[config.mk]
export PLATFORM = sky130hd
export DESIGN_NAME = ras_top
export DESIGN_NICKNAME = d
export VERILOG_FILES = /design/src/include/ras_pkg.sv /design/src/logic/ras_stack_mem.sv /design/src/logic/ras_wb_slave.sv /design/src/logic/ras_top.sv
export VERILOG_INCLUDE_DIRS = /design/src /design/src/include
export SDC_FILE = /design/constraint.sdc
export NUM_CORES = 1
export LEC_CHECK = 0
export BUFFER_PORTS_ARGS = -buffer_cell sky130_fd_sc_hd__buf_4
export CORE_MARGIN = 2
export CORE_UTILIZATION = 45
export DETAILED_ROUTE_END_ITERATION = 10
export PLACE_DENSITY = 0.8
export SETUP_SLACK_MARGIN = 0.2
export SLEW_MARGIN = 15
export SYNTH_ARGS = -nofsm -noshare
export SYNTH_HDL_FRONTEND = slang
export SYNTH_SLANG_ARGS = --single-unit
[constraint.sdc]
create_clock -name clk_i -period 2.6 [get_ports clk_i]
set_clock_uncertainty 0.2 [all_clocks]
set_input_delay 0.13 -clock clk_i [delete_from_list [all_inputs] [get_ports clk_i]]
set_output_delay 0.13 -clock clk_i [all_outputs]
set_load 0.02 [all_outputs]
[src/include/ras_map.svh]
`ifndef RAS_MAP_SVH
`define RAS_MAP_SVH

// Stack geometry
`define RAS_DEPTH       8
`define RAS_PTR_W       3
`define RAS_CNT_W       4
`define RAS_CNT_FULL    4'h8
`define RAS_CNT_EMPTY   4'h0
`define RAS_PC_W        13

// Register map
`define RAS_ADR_W       8
`define RAS_STAT_OFS    8'h00
`define RAS_STAT_RST    8'h00
`define RAS_OSF_BIT     7
`define RAS_RSV_MSB     6
`define RAS_RSV_LSB     3
`define RAS_PTR_MSB     2

`endif

[src/include/ras_pkg.sv]
`include "ras_map.svh"

package ras_pkg;

  typedef enum logic [0:0] {
    RAS_WB_IDLE = 1'b0,
    RAS_WB_ACK  = 1'b1
  } ras_wb_state_t;

  typedef logic [`RAS_PC_W-1:0]  ras_pc_t;
  typedef logic [`RAS_PTR_W-1:0] ras_ptr_t;
  typedef logic [`RAS_CNT_W-1:0] ras_cnt_t;

  // Status register address decode
  function automatic logic ras_hit(input logic [`RAS_ADR_W-1:0] adr);
    ras_hit = (adr == `RAS_STAT_OFS);
  endfunction : ras_hit

endpackage : ras_pkg

[src/logic/ras_stack_mem.sv]
module ras_stack_mem
  import ras_pkg::*;
(
  // Clock and reset
  input  wire logic     clk_i,
  input  wire logic     rst_i,
  // Write side
  input  wire logic     wr_en_i,
  input  wire ras_ptr_t wr_idx_i,
  input  wire ras_pc_t  wr_data_i,
  // Read side
  input  wire ras_ptr_t rd_idx_i,
  output ras_pc_t       rd_data_o
);

  ras_pc_t entry [`RAS_DEPTH];

  genvar gi;
  generate
    for (gi = 0; gi < `RAS_DEPTH; gi++) begin : g_entry
      ras_pc_t next_entry;
      always_comb begin
        next_entry = entry[gi];
        if (wr_en_i && (wr_idx_i == ras_ptr_t'(gi))) begin
          next_entry = wr_data_i;
        end
      end
      always_ff @(posedge clk_i) begin
        if (rst_i) begin
          entry[gi] <= '0;
        end else begin
          entry[gi] <= next_entry;
        end
      end
    end
  endgenerate

  assign rd_data_o = entry[rd_idx_i];
endmodule : ras_stack_mem

[src/logic/ras_wb_slave.sv]
module ras_wb_slave
  import ras_pkg::*;
(
  // Clock and reset
  input  wire logic                  clk_i,
  input  wire logic                  rst_i,
  // Wishbone slave
  input  wire logic                  wb_cyc_i,
  input  wire logic                  wb_stb_i,
  input  wire logic                  wb_we_i,
  input  wire logic [`RAS_ADR_W-1:0] wb_adr_i,
  input  wire logic [3:0]            wb_sel_i,
  input  wire logic [31:0]           wb_dat_i,
  output logic      [31:0]           wb_dat_o,
  output logic                       wb_ack_o,
  // Register side
  input  wire logic [7:0]            stat_i,
  output logic                       wr_o,
  output logic                       wr_data_o
);

  ras_wb_state_t state;
  ras_wb_state_t next_state;
  logic [31:0]   next_dat;

  always_comb begin
    next_state = state;
    next_dat   = wb_dat_o;
    case (state)
      RAS_WB_IDLE: begin
        if (wb_cyc_i && wb_stb_i) begin
          next_state = RAS_WB_ACK;
          next_dat   = (ras_hit(wb_adr_i) && !wb_we_i) ? {24'h000000, stat_i} : 32'h00000000;
        end
      end
      RAS_WB_ACK: begin
        next_state = RAS_WB_IDLE;
      end
      default: begin
        next_state = RAS_WB_IDLE;
      end
    endcase
  end

  always_ff @(posedge clk_i) begin
    if (rst_i) begin
      state    <= RAS_WB_IDLE;
      wb_dat_o <= 32'h00000000;
    end else begin
      state    <= next_state;
      wb_dat_o <= next_dat;
    end
  end

  assign wb_ack_o  = (state == RAS_WB_ACK);
  // Write lands on the edge the master sees ack
  assign wr_o      = wb_ack_o && wb_cyc_i && wb_stb_i && wb_we_i && ras_hit(wb_adr_i) && wb_sel_i[0];
  assign wr_data_o = wb_dat_i[`RAS_OSF_BIT];
endmodule : ras_wb_slave

[src/logic/ras_top.sv]
// Overview of operation
// [RL1] Eight-entry stack holds program counter values only, not software addressable.
// [RL2] Three-bit level pointer selects active entry, readable in status register.
// [RL3] Call or interrupt acknowledge pushes the counter and advances the pointer.
// [RL4] Return or interrupt return reloads counter from stack, pointer steps back.
// [RL5] After reset pointer reads zero and overflow flag is cleared.
// [RL6] Stack full: interrupt stays pending, acknowledge withheld until a return.
// [RL7] Call on full stack still runs, overwriting the oldest saved counter.
// [RL8] Overflow flag sets on call when full or return when empty.
// [RL9] Overflow flag is sticky; only a software write of zero clears it.
// [RL10] Nine calls: pointer 1..7, 0, 1; flag rises on the ninth.
// [RL11] Eight returns from empty: pointer 7 down to 0; flag on first.
// [RL12] Status register: bit 7 flag read/write, bits 6..3 zero, 2..0 pointer.
// [RL13] Occupancy is counted apart from the wrapping pointer for full and empty.
//
// Chosen here: register access over Wishbone and the register offsets.
module ras_top
  import ras_pkg::*;
(
  // Clock and reset
  input  wire logic                  clk_i,
  input  wire logic                  rst_i,
  // Sequencer requests
  input  wire logic                  call_i,
  input  wire logic                  return_from_subroutine_i,
  input  wire logic                  return_from_interrupt_i,
  input  wire logic                  int_req_i,
  input  wire ras_pc_t               pc_i,
  // Sequencer answers
  output logic                       int_ack_o,
  output ras_pc_t                    ret_pc_o,
  output logic                       ret_valid_o,
  output logic                       stack_full_o,
  // Wishbone slave
  input  wire logic                  wb_cyc_i,
  input  wire logic                  wb_stb_i,
  input  wire logic                  wb_we_i,
  input  wire logic [`RAS_ADR_W-1:0] wb_adr_i,
  input  wire logic [3:0]            wb_sel_i,
  input  wire logic [31:0]           wb_dat_i,
  output logic      [31:0]           wb_dat_o,
  output logic                       wb_ack_o
);

  ras_ptr_t stack_level_pointer;
  ras_ptr_t next_stack_level_pointer;
  ras_cnt_t depth_cnt;
  ras_cnt_t next_depth_cnt;
  logic     stack_overflow_flag;
  logic     next_stack_overflow_flag;
  logic     int_pend;
  logic     next_int_pend;
  logic     next_int_ack;
  ras_pc_t  next_ret_pc;
  logic     next_ret_valid;
  logic     next_stack_full;

  logic     ret_any;
  logic     call_go;
  logic     int_want;
  logic     ack_now;
  logic     push;
  logic     full;
  logic     empty;
  logic     osf_set;
  ras_ptr_t pop_idx;
  ras_pc_t  mem_rd;
  logic     sw_wr;
  logic     sw_wdata;
  logic [7:0] status;

  // Sequencer decode
  assign ret_any  = return_from_subroutine_i || return_from_interrupt_i;
  assign call_go  = call_i && !ret_any;
  assign int_want = int_pend || int_req_i;
  // [RL13] occupancy full and empty
  assign full     = (depth_cnt == `RAS_CNT_FULL);
  assign empty    = (depth_cnt == `RAS_CNT_EMPTY);
  // [RL6] acknowledge held off while full
  assign ack_now  = int_want && !full && !ret_any && !call_i;
  // [RL3] call or acknowledge pushes
  assign push     = call_go || ack_now;
  assign pop_idx  = stack_level_pointer - ras_ptr_t'(1);
  // [RL8] overflow causes
  assign osf_set  = (call_go && full) || (return_from_subroutine_i && empty);
  // [RL2] [RL12] status layout
  assign status   = {stack_overflow_flag, 4'h0, stack_level_pointer};

  // [RL1] dedicated storage, no software path
  ras_stack_mem u_mem (
    .clk_i     (clk_i),
    .rst_i     (rst_i),
    .wr_en_i   (push),
    .wr_idx_i  (stack_level_pointer),
    .wr_data_i (pc_i),
    .rd_idx_i  (pop_idx),
    .rd_data_o (mem_rd)
  );

  ras_wb_slave u_wb (
    .clk_i     (clk_i),
    .rst_i     (rst_i),
    .wb_cyc_i  (wb_cyc_i),
    .wb_stb_i  (wb_stb_i),
    .wb_we_i   (wb_we_i),
    .wb_adr_i  (wb_adr_i),
    .wb_sel_i  (wb_sel_i),
    .wb_dat_i  (wb_dat_i),
    .wb_dat_o  (wb_dat_o),
    .wb_ack_o  (wb_ack_o),
    .stat_i    (status),
    .wr_o      (sw_wr),
    .wr_data_o (sw_wdata)
  );

  // Pointer and occupancy
  always_comb begin
    next_stack_level_pointer = stack_level_pointer;
    next_depth_cnt           = depth_cnt;
    if (ret_any) begin
      // [RL4] [RL11] step back, wraps below zero
      next_stack_level_pointer = stack_level_pointer - ras_ptr_t'(1);
      if (!empty) begin
        next_depth_cnt = depth_cnt - ras_cnt_t'(1);
      end
    end else if (push) begin
      // [RL3] [RL10] advance, wraps past seven
      next_stack_level_pointer = stack_level_pointer + ras_ptr_t'(1);
      // [RL7] full push overwrites oldest entry
      if (!full) begin
        next_depth_cnt = depth_cnt + ras_cnt_t'(1);
      end
    end
  end

  always_ff @(posedge clk_i) begin
    // [RL5] pointer at zero, stack empty after reset
    if (rst_i) begin
      stack_level_pointer <= '0;
      depth_cnt           <= `RAS_CNT_EMPTY;
    end else begin
      stack_level_pointer <= next_stack_level_pointer;
      depth_cnt           <= next_depth_cnt;
    end
  end

  // Overflow flag
  always_comb begin
    next_stack_overflow_flag = stack_overflow_flag;
    // [RL9] sticky, hardware set beats software write
    if (osf_set) begin
      next_stack_overflow_flag = 1'b1;
    end else if (sw_wr) begin
      next_stack_overflow_flag = sw_wdata;
    end
  end

  always_ff @(posedge clk_i) begin
    if (rst_i) begin
      stack_overflow_flag <= 1'(`RAS_STAT_RST >> `RAS_OSF_BIT);
    end else begin
      stack_overflow_flag <= next_stack_overflow_flag;
    end
  end

  // Sequencer answers
  always_comb begin
    // [RL6] request recorded until acknowledged
    next_int_pend   = (int_req_i || int_pend) && !ack_now;
    next_int_ack    = ack_now;
    next_ret_valid  = ret_any;
    next_ret_pc     = ret_pc_o;
    next_stack_full = full;
    // [RL4] reload counter from stack
    if (ret_any) begin
      next_ret_pc = mem_rd;
    end
    if (ret_any) begin
      next_stack_full = 1'b0;
    end else if (push) begin
      next_stack_full = full || (depth_cnt == `RAS_CNT_FULL - 4'h1);
    end
  end

  always_ff @(posedge clk_i) begin
    if (rst_i) begin
      int_pend     <= 1'b0;
      int_ack_o    <= 1'b0;
      ret_valid_o  <= 1'b0;
      ret_pc_o     <= '0;
      stack_full_o <= 1'b0;
    end else begin
      int_pend     <= next_int_pend;
      int_ack_o    <= next_int_ack;
      ret_valid_o  <= next_ret_valid;
      ret_pc_o     <= next_ret_pc;
      stack_full_o <= next_stack_full;
    end
  end
endmodule : ras_top

==> results of run 1 <==
==> timing repair <==
action                     CTS  global route
setup endpoints to repair    7            61
hold buffers                24             0
gates resized for setup      2             3
buffers inserted             0             0
pin swaps                    0             0
hold endpoints to repair   115             0
==> cells in the final DEF, fill, tap and decap left out, drive strengths merged, types with 2 or more instances in the layout <==
cell type,count
and2,104
edfxtp,104
buf,70
nand2,31
dfxtp,30
conb,28
nor2,28
mux4,26
dlygate4sd3,24
clkbuf,24
a311oi,13
ha,9
nor4b,7
inv,6
nand3,5
a21oi,5
nor3,5
a21o,5
o21a,4
a22oi,4
clkinv,4
nand2b,3
a31o,3
o21ai,3
bufinv,3
nor3b,3
a31oi,3
nand3b,2
or4,2
nor4,2
a211oi,2
nand4,2
xnor2,2
==> area by class of cell <==
class | instances | area (µm²)
Fill cell | 1114 | 6150
Sequential cell | 134 | 3730
Multi-Input combinational cell | 311 | 2380
Timing Repair Buffer | 94 | 766
Clock buffer | 24 | 492
Tap cell | 180 | 225
Clock inverter | 8 | 120
Inverter | 6 | 22.5
==> power groups by stage <==
stage	clock network [mW]	registers, mW	logic [mW]
3_3_place_gp	0	2.64	1.07
3_5_place_dp	0	2.65	1.10
5_1_grt	2.55	2.63	1.24
6_report	2.46	2.62	1.15
4_1_cts	2.48	2.61	1.15
2_1_floorplan	0	2.65	0.757
==> worst paths after layout <==
path	from	to
worst max register to register	depth_cnt[1]	u_mem.entry[4][1]
worst min-delay path	call_i	depth_cnt[0]
worst max-delay path	depth_cnt[1]	u_mem.entry[4][1]
worst min register to register	stack_overflow_flag	u_wb.wb_dat_o[7]
==> cell families (layout without fill, tap and decap cells) <==
kind of cell / after synthesis / after routing / synth area share (%)
other: 1 / 28 / 0.0588
adders and majority gates: 9 / 9 / 1.77
xor gates and xnor gates: 3 / 3 / 0.412
muxes: 28 / 28 / 9.52
and+or+nand+nor: 197 / 197 / 18.1
AOI/OAI and AO/OA: 46 / 46 / 5.65
DFF: 134 / 134 / 58.4
buffers and inverters: 61 / 132 / 6.04
==> state kept, by name, summed over array words and instances, names as in the netlist, 3 cells and up <==
| register | cells |
|---|---|
| u_mem.entry | 104 |
| ret_pc_o | 13 |
| depth_cnt | 4 |
| u_wb.wb_dat_o | 4 |
| stack_level_pointer | 3 |
==> metal layers <==
| layer | up-vias | track usage (%) | wire length [µm] |
|---|---|---|---|
| met2 | 218 | 35.3 | 7620 |
| met1 | 2045 | 25.0 | 5670 |
| li1 | 1862 | - | - |
| met5 | - | 0 | 0 |
| met3 | 19 | 5.21 | 1250 |
| met4 | 0 | 6.96 | 243 |
==> per-stage QoR <==
step	total power, mW	std cells	utilization (%)
5_1_grt	6.42	757	55.7
3_3_place_gp	3.70	701	49.5
3_5_place_dp	3.76	701	49.5
4_1_cts	6.24	757	55.7
6_report	6.23	757	55.7
2_1_floorplan	3.40	506	-
==> tightest hold or removal path, stage by stage <==
cell	delay [ns]
buf_4	0.09
nor3_1	0.05
o21a_1	0.19
nand2_1	0.07
a21oi_1	0.05
==> Yosys cell counts (2+ instances only) <==
cell	number
and2_1	104
edfxtp_1	104
nand2_1	31
dfxtp_1	30
buf_4	28
nor2_1	27
mux4_2	26
a311oi_1	13
clkbuf_1	13
ha_1	9
buf_6	6
inv_1	6
nor4b_2	6
a21o_1	5
a21oi_1	5
buf_2	5
nand3_1	5
nor3_1	5
a22oi_1	4
o21a_1	4
a31o_2	3
buf_1	3
nand2b_1	3
o21ai_0	3
a211oi_1	2
a31oi_1	2
nand3b_1	2
nand4_1	2
nor3b_2	2
nor4_1	2
or4_1	2
xnor2_1	2
==> run metrics, run 1 <==
Placed Area=6870 µm²; CP Launch Type=flop; Synthesis Warnings=0; switch share=26.1%; fin crit share=around 90%; slew margin rel.=52.5%; Reg2Reg Depth=6; final non-filler cell area=7730 µm²; Skew-Pair Late Insertion Delay=0.41 ns; DR iter-0 viols=about 280; post-synth cell types=47; clock tree from TritonCTS=yes; IO Count=115; IO buf count=between 50 and 60; sequential area share after synthesis=58.4%; P&R area growth vs syn=21.3%; Yosys top cell by area=edfxtp_1; DRC viols=0; critical path's top delay family=simple AND/OR/NAND/NOR gates; leakage power=3.03 nW; Arrival @ worst endpoint=2.30 ns; Worst path depth=6; first-pass GRT wire length=around 22,000 µm; Core Box Area=~14,000 µm²; Worst Max-Slew Pin Slew=0.712 ns; critical path required time=approximately 2.6 ns; Mapped Cells=479; Finish-stage setup viols=0; Chip Width=123 µm; crit path buf inv count=2; Pre-antenna DRT Iters=5; maxcap violations=0; number of synthesized register bits=134; Final Hold Viols=0; initial antenna violation count=0; Mean Syn Cell Area=13.3 µm²; Final TNS setup=0 ns; gpl congestion=0.799; kind of critical path=flop to flop; drt via density=~5.5; n_diodes=0; share of power burned in registers=42.0%; hold depth=5; total wire length=14,800 µm; CP endpoint kind=flop; total track usage=around a fifth; GRT overflow=0; Num Clock Sinks=134; row count=43; CTS clk-pin slew, worst paths=0.05 ns; ys flop type=edfxtp_1; status=complete, no violations; Final ANT Viol Nets=0; Worst Hold Slack=0.00560 ns; largest net degree at the start of global routing=48; Tmin final=about 2.3 ns; CP max FO=13; P_int=4.60 mW; Clock Tree Root=clkbuf_16; Initial Utilization=45.9%; vias=4,144; max-slew violations=0; ys async rst share=0%; number of flops mapped to enable cells by yosys=104; RSZ-0062 raised after global routing=false; Comb pwr share=18.4%; HP Class=input pin to flop; vias in the first global route=about 4,200; die footprint=15,100 µm²; CTS Buffer Depth=2; Crit path top cell by count=buf_4; hpwl dp=between 9000 and 10,000 µm; layout cells sized above 1=25.0%; CTS Buf Count=17; CP max stage delay=0.59 ns; final net count=639; worst setup margin=0.259 ns; worst-path cell chain=or4b_4 -> a31oi_4 -> buf_4 -> nor4b_2 -> buf_4 -> and2_1; H-tree level count=4; die height=123 µm; NetSw=~1.6 mW; Max Clock Freq=427 MHz; top cells by area, synth=edfxtp_1, and2_1, dfxtp_1; post-synth top area share=49.0%; P per Cell Area=805 nW/µm²; flop-to-flop setup slack=0.26 ns; Clock power frac=around two fifths; VDD IR max=0.594 mV; slowest cell on the critical path=or4b_4; WL per Instance=between 15 and 20 µm; synthesized area=6370 µm²; pre-CTS setup slack=0.193 ns
Note: power is estimated with default switching activity, not from simulation.
==> inputs of run 2 (changes only) <==
--- a/config.mk
+++ b/config.mk
@@ -8,9 +8,9 @@
 export LEC_CHECK = 0
 export BUFFER_PORTS_ARGS = -buffer_cell sky130_fd_sc_hd__buf_4
 export CORE_MARGIN = 2
-export CORE_UTILIZATION = 45
+export CORE_UTILIZATION = 50
 export DETAILED_ROUTE_END_ITERATION = 10
-export PLACE_DENSITY = 0.8
+export PLACE_DENSITY = 0.87
 export SETUP_SLACK_MARGIN = 0.2
 export SLEW_MARGIN = 15
 export SYNTH_ARGS = -nofsm -noshare
==> run metrics, run 2 (synthesis gave the netlist of run 1 again) <==
pre-CTS setup slack=-0.0127 ns (-0.206 ns); maxcap violations=0 (unchanged); Num Clock Sinks=134 (unchanged); gpl congestion=0.856 (+7.1%); total track usage=21.8% (+1.4 points); Skew-Pair Late Insertion Delay=0.42 ns (about the same); HP Class=input pin to flop; n_diodes=0 (unchanged); switch share=26.2% (+0.075 points); drt via density=5.55 (+1.4%); IO Count=115 (unchanged); vias in the first global route=4,262 (+1.2%); CTS Buffer Depth=2 (unchanged); Chip Width=117 µm (-5.0%); post-layout util=61.8% (+6.1 points); max reg flops=104 (unchanged); Largest Register=u_mem.entry; clock tree from TritonCTS=yes; Max Clock Freq=428 MHz (+0.14%); CTS clk-pin slew, worst paths=0.06 ns (about the same); Core Box Area=12,500 µm² (-9.8%); VDD IR max=0.795 mV (+34%); fin crit share=89.9% (-0.12 points); slew margin rel.=42.7% (-9.8 points); GRT overflow=0 (unchanged); Clock Tree Root=clkbuf_16; Pre-antenna DRT Iters=5 (unchanged); Top Registers=u_mem.entry (104), ret_pc_o (13); IO buf count=52 (unchanged); slowest cell on the critical path=or4b_4; largest net degree at the start of global routing=48 (unchanged); CP Launch Type=flop; first-pass GRT wire length=21,600 µm (-2.9%); Worst Max-Slew Pin Slew=0.856 ns (+0.144 ns); hpwl dp=8720 µm (-3.7%); hold depth=5 (unchanged); P&R area growth vs syn=21.3% (unchanged); flop-to-flop setup slack=0.26 ns (about the same); Arrival @ worst endpoint=2.30 ns (about the same); Reg2Reg Depth=6 (unchanged); H-tree level count=4 (unchanged); worst r2r src=depth_cnt[0]; Hold EP=depth_cnt[0]; Comb pwr share=18.2% (-0.2 points); row count=41 (-4.7%); die footprint=13,700 µm² (-9.7%); die height=117 µm (-5.0%); CTS Buf Count=17 (unchanged); layout cells sized above 1=24.9% (-0.087 points); Final Hold Viols=0 (unchanged); status=complete, no violations; worst setup margin=0.262 ns (+0.00324 ns); Final ANT Viol Nets=0 (unchanged); CP endpoint kind=flop; critical path required time=2.56 ns (about the same); RSZ-0062 raised after global routing=false; WL per Instance=18.5 µm (-5.1%); max-slew violations=0 (unchanged); Clock power frac=39.7% (about the same); final net count=637 (-0.31%); initial antenna violation count=0 (unchanged); Tmin final=2.34 ns (-0.00324 ns); DR iter-0 viols=506 (+79%); P_int=4.60 mW (about the same); CP max FO=13 (unchanged); crit path buf inv count=2 (unchanged); leakage power=3.01 nW (-0.58%); NetSw=1.63 mW (+0.32%); critical path's top delay family=simple AND/OR/NAND/NOR gates; kind of critical path=flop to flop; CP max stage delay=0.60 ns (about the same); most frequent cells in the layout=and2_1, edfxtp_1, buf_4; DRC viols=0 (unchanged); P per Cell Area=806 nW/µm² (about the same); worst-path cell chain=or4b_4 -> a31oi_4 -> buf_12 -> nor4b_2 -> buf_4 -> and2_1; Finish-stage setup viols=0 (unchanged); share of power burned in registers=42.1% (about the same); total wire length=13,800 µm (-6.3%); vias=4,147 (+0.072%); RR Endpoint=u_mem.entry[2][6]; Initial Utilization=50.9% (+5.0 points); worst hold start=call_i
run 2: worst max path at each step:
stage / startpoint / to / slack, ns / cells past startpoint
floorplan: stack_level_pointer[0] / ret_pc_o[0] / 0.23 / 9
global placement: depth_cnt[1] / u_mem.entry[1][6] / 0.15 / 5
CTS: depth_cnt[1] / u_mem.entry[0][4] / 0.23 / 6
global route: depth_cnt[0] / u_mem.entry[2][6] / 0.21 / 6
detailed placement: depth_cnt[0] / u_mem.entry[5][5] / -0.01 / 5
finish: depth_cnt[0] / u_mem.entry[2][6] / 0.26 / 6
run 2: routing by layer:
layer | global-route usage (%) | vias up | part of all wire [%]
li1 | - | 1864 | -
met1 | 24.6 | 2040 | 37
met5 | 0 | - | 0
met3 | 5.61 | 33 | 7.1
met4 | 7.45 | 0 | 2.2
met2 | 40.2 | 210 | 54
run 2: what timing repair did:
item | CTS | global route
setup endpoints to repair | 66 | 82
pin swaps | 1 | 1
hold buffers | 24 | 0
buffers inserted | 1 | 1
gates resized for setup | 6 | 2
endpoints found under the hold margin | 115 | 0
run 2: final cells by class:
type / instances / area (µm²)
clock inverter: 12 / 174
sequential: 134 / 3730
multi-input combinational: 311 / 2390
clock buffer: 20 / 437
fill: 904 / 4780
inverter: 6 / 22.5
timing repair buffer: 92 / 763
tap: 172 / 215
run 2: worst register-to-register path, cell delays in order, from the launching register on:
cell and delay [ns]:
dfxtp_2 0.36, or4b_4 0.60, a31oi_4 0.29, buf_12 0.19, nor4b_2 0.05, buf_4 0.21
and2_1 0.19
run 2: stage by stage:
stage	power, mW	hold slack [ns]	instances	setup TNS [ns]	instance area (µm²)
2_1_floorplan	3.40	0.00931	506	0	6480
3_3_place_gp	3.67	0.135	689	0	6840
3_5_place_dp	3.73	0.142	689	-0.0329	6840
4_1_cts	6.24	0.00747	746	0	7720
5_1_grt	6.47	0.0359	747	0	7730
6_report	6.23	0.0272	747	0	7730
run 2: power by group through the flow:
stage                     Combinational [mW]  Sequential (mW)  Clock, mW
after floorplan                        0.757             2.65          0
after global placement                  1.03             2.64          0
after detailed placement                1.07             2.65          0
after CTS                               1.13             2.61       2.49
after global routing                    1.23             2.64       2.60
final                                   1.13             2.62       2.48
==> inputs of run 3 (changes only) <==
--- a/config.mk
+++ b/config.mk
@@ -11,6 +11,7 @@
 export CORE_UTILIZATION = 50
 export DETAILED_ROUTE_END_ITERATION = 10
 export PLACE_DENSITY = 0.87
+export REMOVE_ABC_BUFFERS = 1
 export SETUP_SLACK_MARGIN = 0.2
 export SLEW_MARGIN = 15
 export SYNTH_ARGS = -nofsm -noshare
==> constraint.sdc (replaced) <==
create_clock -name clk_i -period 2.08 [get_ports clk_i]
set_clock_uncertainty 0.2 [all_clocks]
set_input_delay 0.104 -clock clk_i [delete_from_list [all_inputs] [get_ports clk_i]]
set_output_delay 0.104 -clock clk_i [all_outputs]
set_load 0.02 [all_outputs]
==> run metrics, run 3 (synthesis gave the netlist of run 1 again) <==
Chip Width=117 µm (unchanged); Top Registers=u_mem.entry (104), ret_pc_o (13); max-slew violations=0 (unchanged); # fillers=787 (-13%); hpwl dp=9190 µm (+5.4%); CP max FO=10 (-3); H-tree level count=4 (unchanged); row count=41 (unchanged); RSZ-0062 raised after global routing=true; IO Count=115 (unchanged); status=finished with violations; n_diodes=0 (unchanged); multi-input logic area=2590 µm² (+8.4%); HP Class=input pin to flop; CTS clk-pin slew, worst paths=0.07 ns (about the same); Pre-antenna DRT Iters=6 (+1); worst setup margin=-0.128 ns (-0.390 ns); final net count=671 (+5.3%); drt via density=6.15 (+11%); Final ANT Viol Nets=0 (unchanged); CTS Buf Count=17 (unchanged); Comb pwr share=23.2% (+5.0 points); Worst Hold Slack=0.0373 ns (+0.0101 ns); commonest non-fill, non-tap cell in the layout=edfxtp_1; DRC viols=0 (unchanged); CP Launch Type=flop; VDD IR max=0.483 mV (-39%); total track usage=25.3% (+3.5 points); Tmin final=2.21 ns (-0.130 ns); share of power burned in registers=38.6% (-3.5 points); clock tree from TritonCTS=yes; critical path required time=2.06 ns (-0.50 ns); WL per Instance=24.9 µm (+35%); Max Clock Freq=453 MHz (+5.9%); Largest Register=u_mem.entry; P&R area growth vs syn=31.2%; Skew-Pair Late Insertion Delay=0.43 ns (about the same); initial antenna violation count=0 (unchanged); die footprint=13,700 µm² (unchanged); max reg flops=104 (unchanged); largest net degree at the start of global routing=29 (-40%); leakage power=3.31 nW (+10%); P per Cell Area=1000 nW/µm² (+24%); GRT overflow=0 (unchanged); Final Power=8.38 mW (+35%); P_int=5.92 mW (+29%); CTS Buffer Depth=2 (unchanged); slew margin rel.=52.9% (+10 points); register area=3730 µm² (about the same); Clock power frac=38.3% (-1.4 points); vias=4,800 (+16%); total wire length=19,500 µm (+41%); violated checks=negative setup slack; first-pass GRT wire length=24,900 µm (+15%); switch share=29.4% (+3.2 points); layout cells sized above 1=35.3% (+10 points); gpl congestion=0.840 (-1.8%); Worst Max-Slew Pin Slew=0.706 ns (-0.150 ns); Arrival @ worst endpoint=2.18 ns (-0.12 ns); IO buf count=52 (unchanged); Clock Tree Root=clkbuf_16; Initial Utilization=50.9% (unchanged); vias in the first global route=4,402 (+3.3%); DR iter-0 viols=631 (+25%); fin crit share=106% (+16 points); Finished Layout Cells=781 (+4.6%); most frequent cells in the layout=edfxtp_1, and2_1, buf_4; maxcap violations=0 (unchanged); CP endpoint kind=flop; Num Clock Sinks=134 (unchanged); Finish-stage setup viols=170 (+170); Core Box Area=12,500 µm² (unchanged); NetSw=2.46 mW (+51%); pre-CTS setup slack=-0.188 ns (-0.176 ns); die height=117 µm (unchanged); kind of critical path=flop to flop; Placed Cells=713 (+3.5%); Final Hold Viols=0 (unchanged)
==> run 3: area by class of cell <==
class	count	share of cell area [%]
clock inverters	14	2.27
inverters	6	0.269
repair buffers	124	14.0
multi-input cells	313	31.0
clock buffers	18	5.25
well taps	172	2.57
flip-flops and latches	134	44.6
==> run 3: worst paths after layout <==
path	slack, ns	cells past startpoint	from	to
setup / recovery	-0.13	6	depth_cnt[0]	u_mem.entry[6][10]
hold / removal	0.04	5	wb_adr_i[6]	stack_overflow_flag
setup reg to reg	-0.13	6	depth_cnt[0]	u_mem.entry[6][10]
hold reg to reg	0.30	2	ret_pc_o[3]	ret_pc_o[3]
==> run 3: what timing repair did <==
action | CTS | global route
endpoints found under the setup margin | 225 | 226
setup buffers | 2 | 2
gates cloned | 2 | 5
pin swaps | 4 | 7
hold endpoints to repair | 117 | 0
hold buffers | 25 | 0
gates resized for setup | 23 | 44
==> run 3: power by group through the flow <==
stage | registers [mW] | logic (mW) | clock network (mW)
2_1_floorplan | 3.36 | 0.806 | 0
3_3_place_gp | 3.24 | 1.46 | 0
3_5_place_dp | 3.26 | 1.53 | 0
4_1_cts | 3.21 | 1.64 | 3.18
5_1_grt | 3.24 | 2.01 | 3.31
6_report | 3.23 | 1.94 | 3.21
==> run 3: through the flow <==
stage	TNS (ns)	utilization, %	cell area, µm²
floorplan	-141.99	-	6110
CTS	-2.12	64.6	8080
global route	-16.97	66.8	8360
finish	-12.51	66.8	8360
detailed placement	-24.71	56.5	7080
global placement	-15.98	56.5	7070
==> run 3: routing by layer <==
metal	global-route usage [%]	vias up	routed length (µm)
li1	-	1934	-
met1	30.4	2342	6770
met4	14.7	0	1270
met5	0	-	0
met2	42.4	415	9510
met3	5.46	109	1930
==> run 3: worst max-delay path, stage by stage, from the launching register on <==
cell and delay [ns]:
dfxtp_2 0.32, or4b_4 0.57, a31oi_4 0.23, buf_12 0.17, nor4b_2 0.08, buf_4 0.22
and2_1 0.18
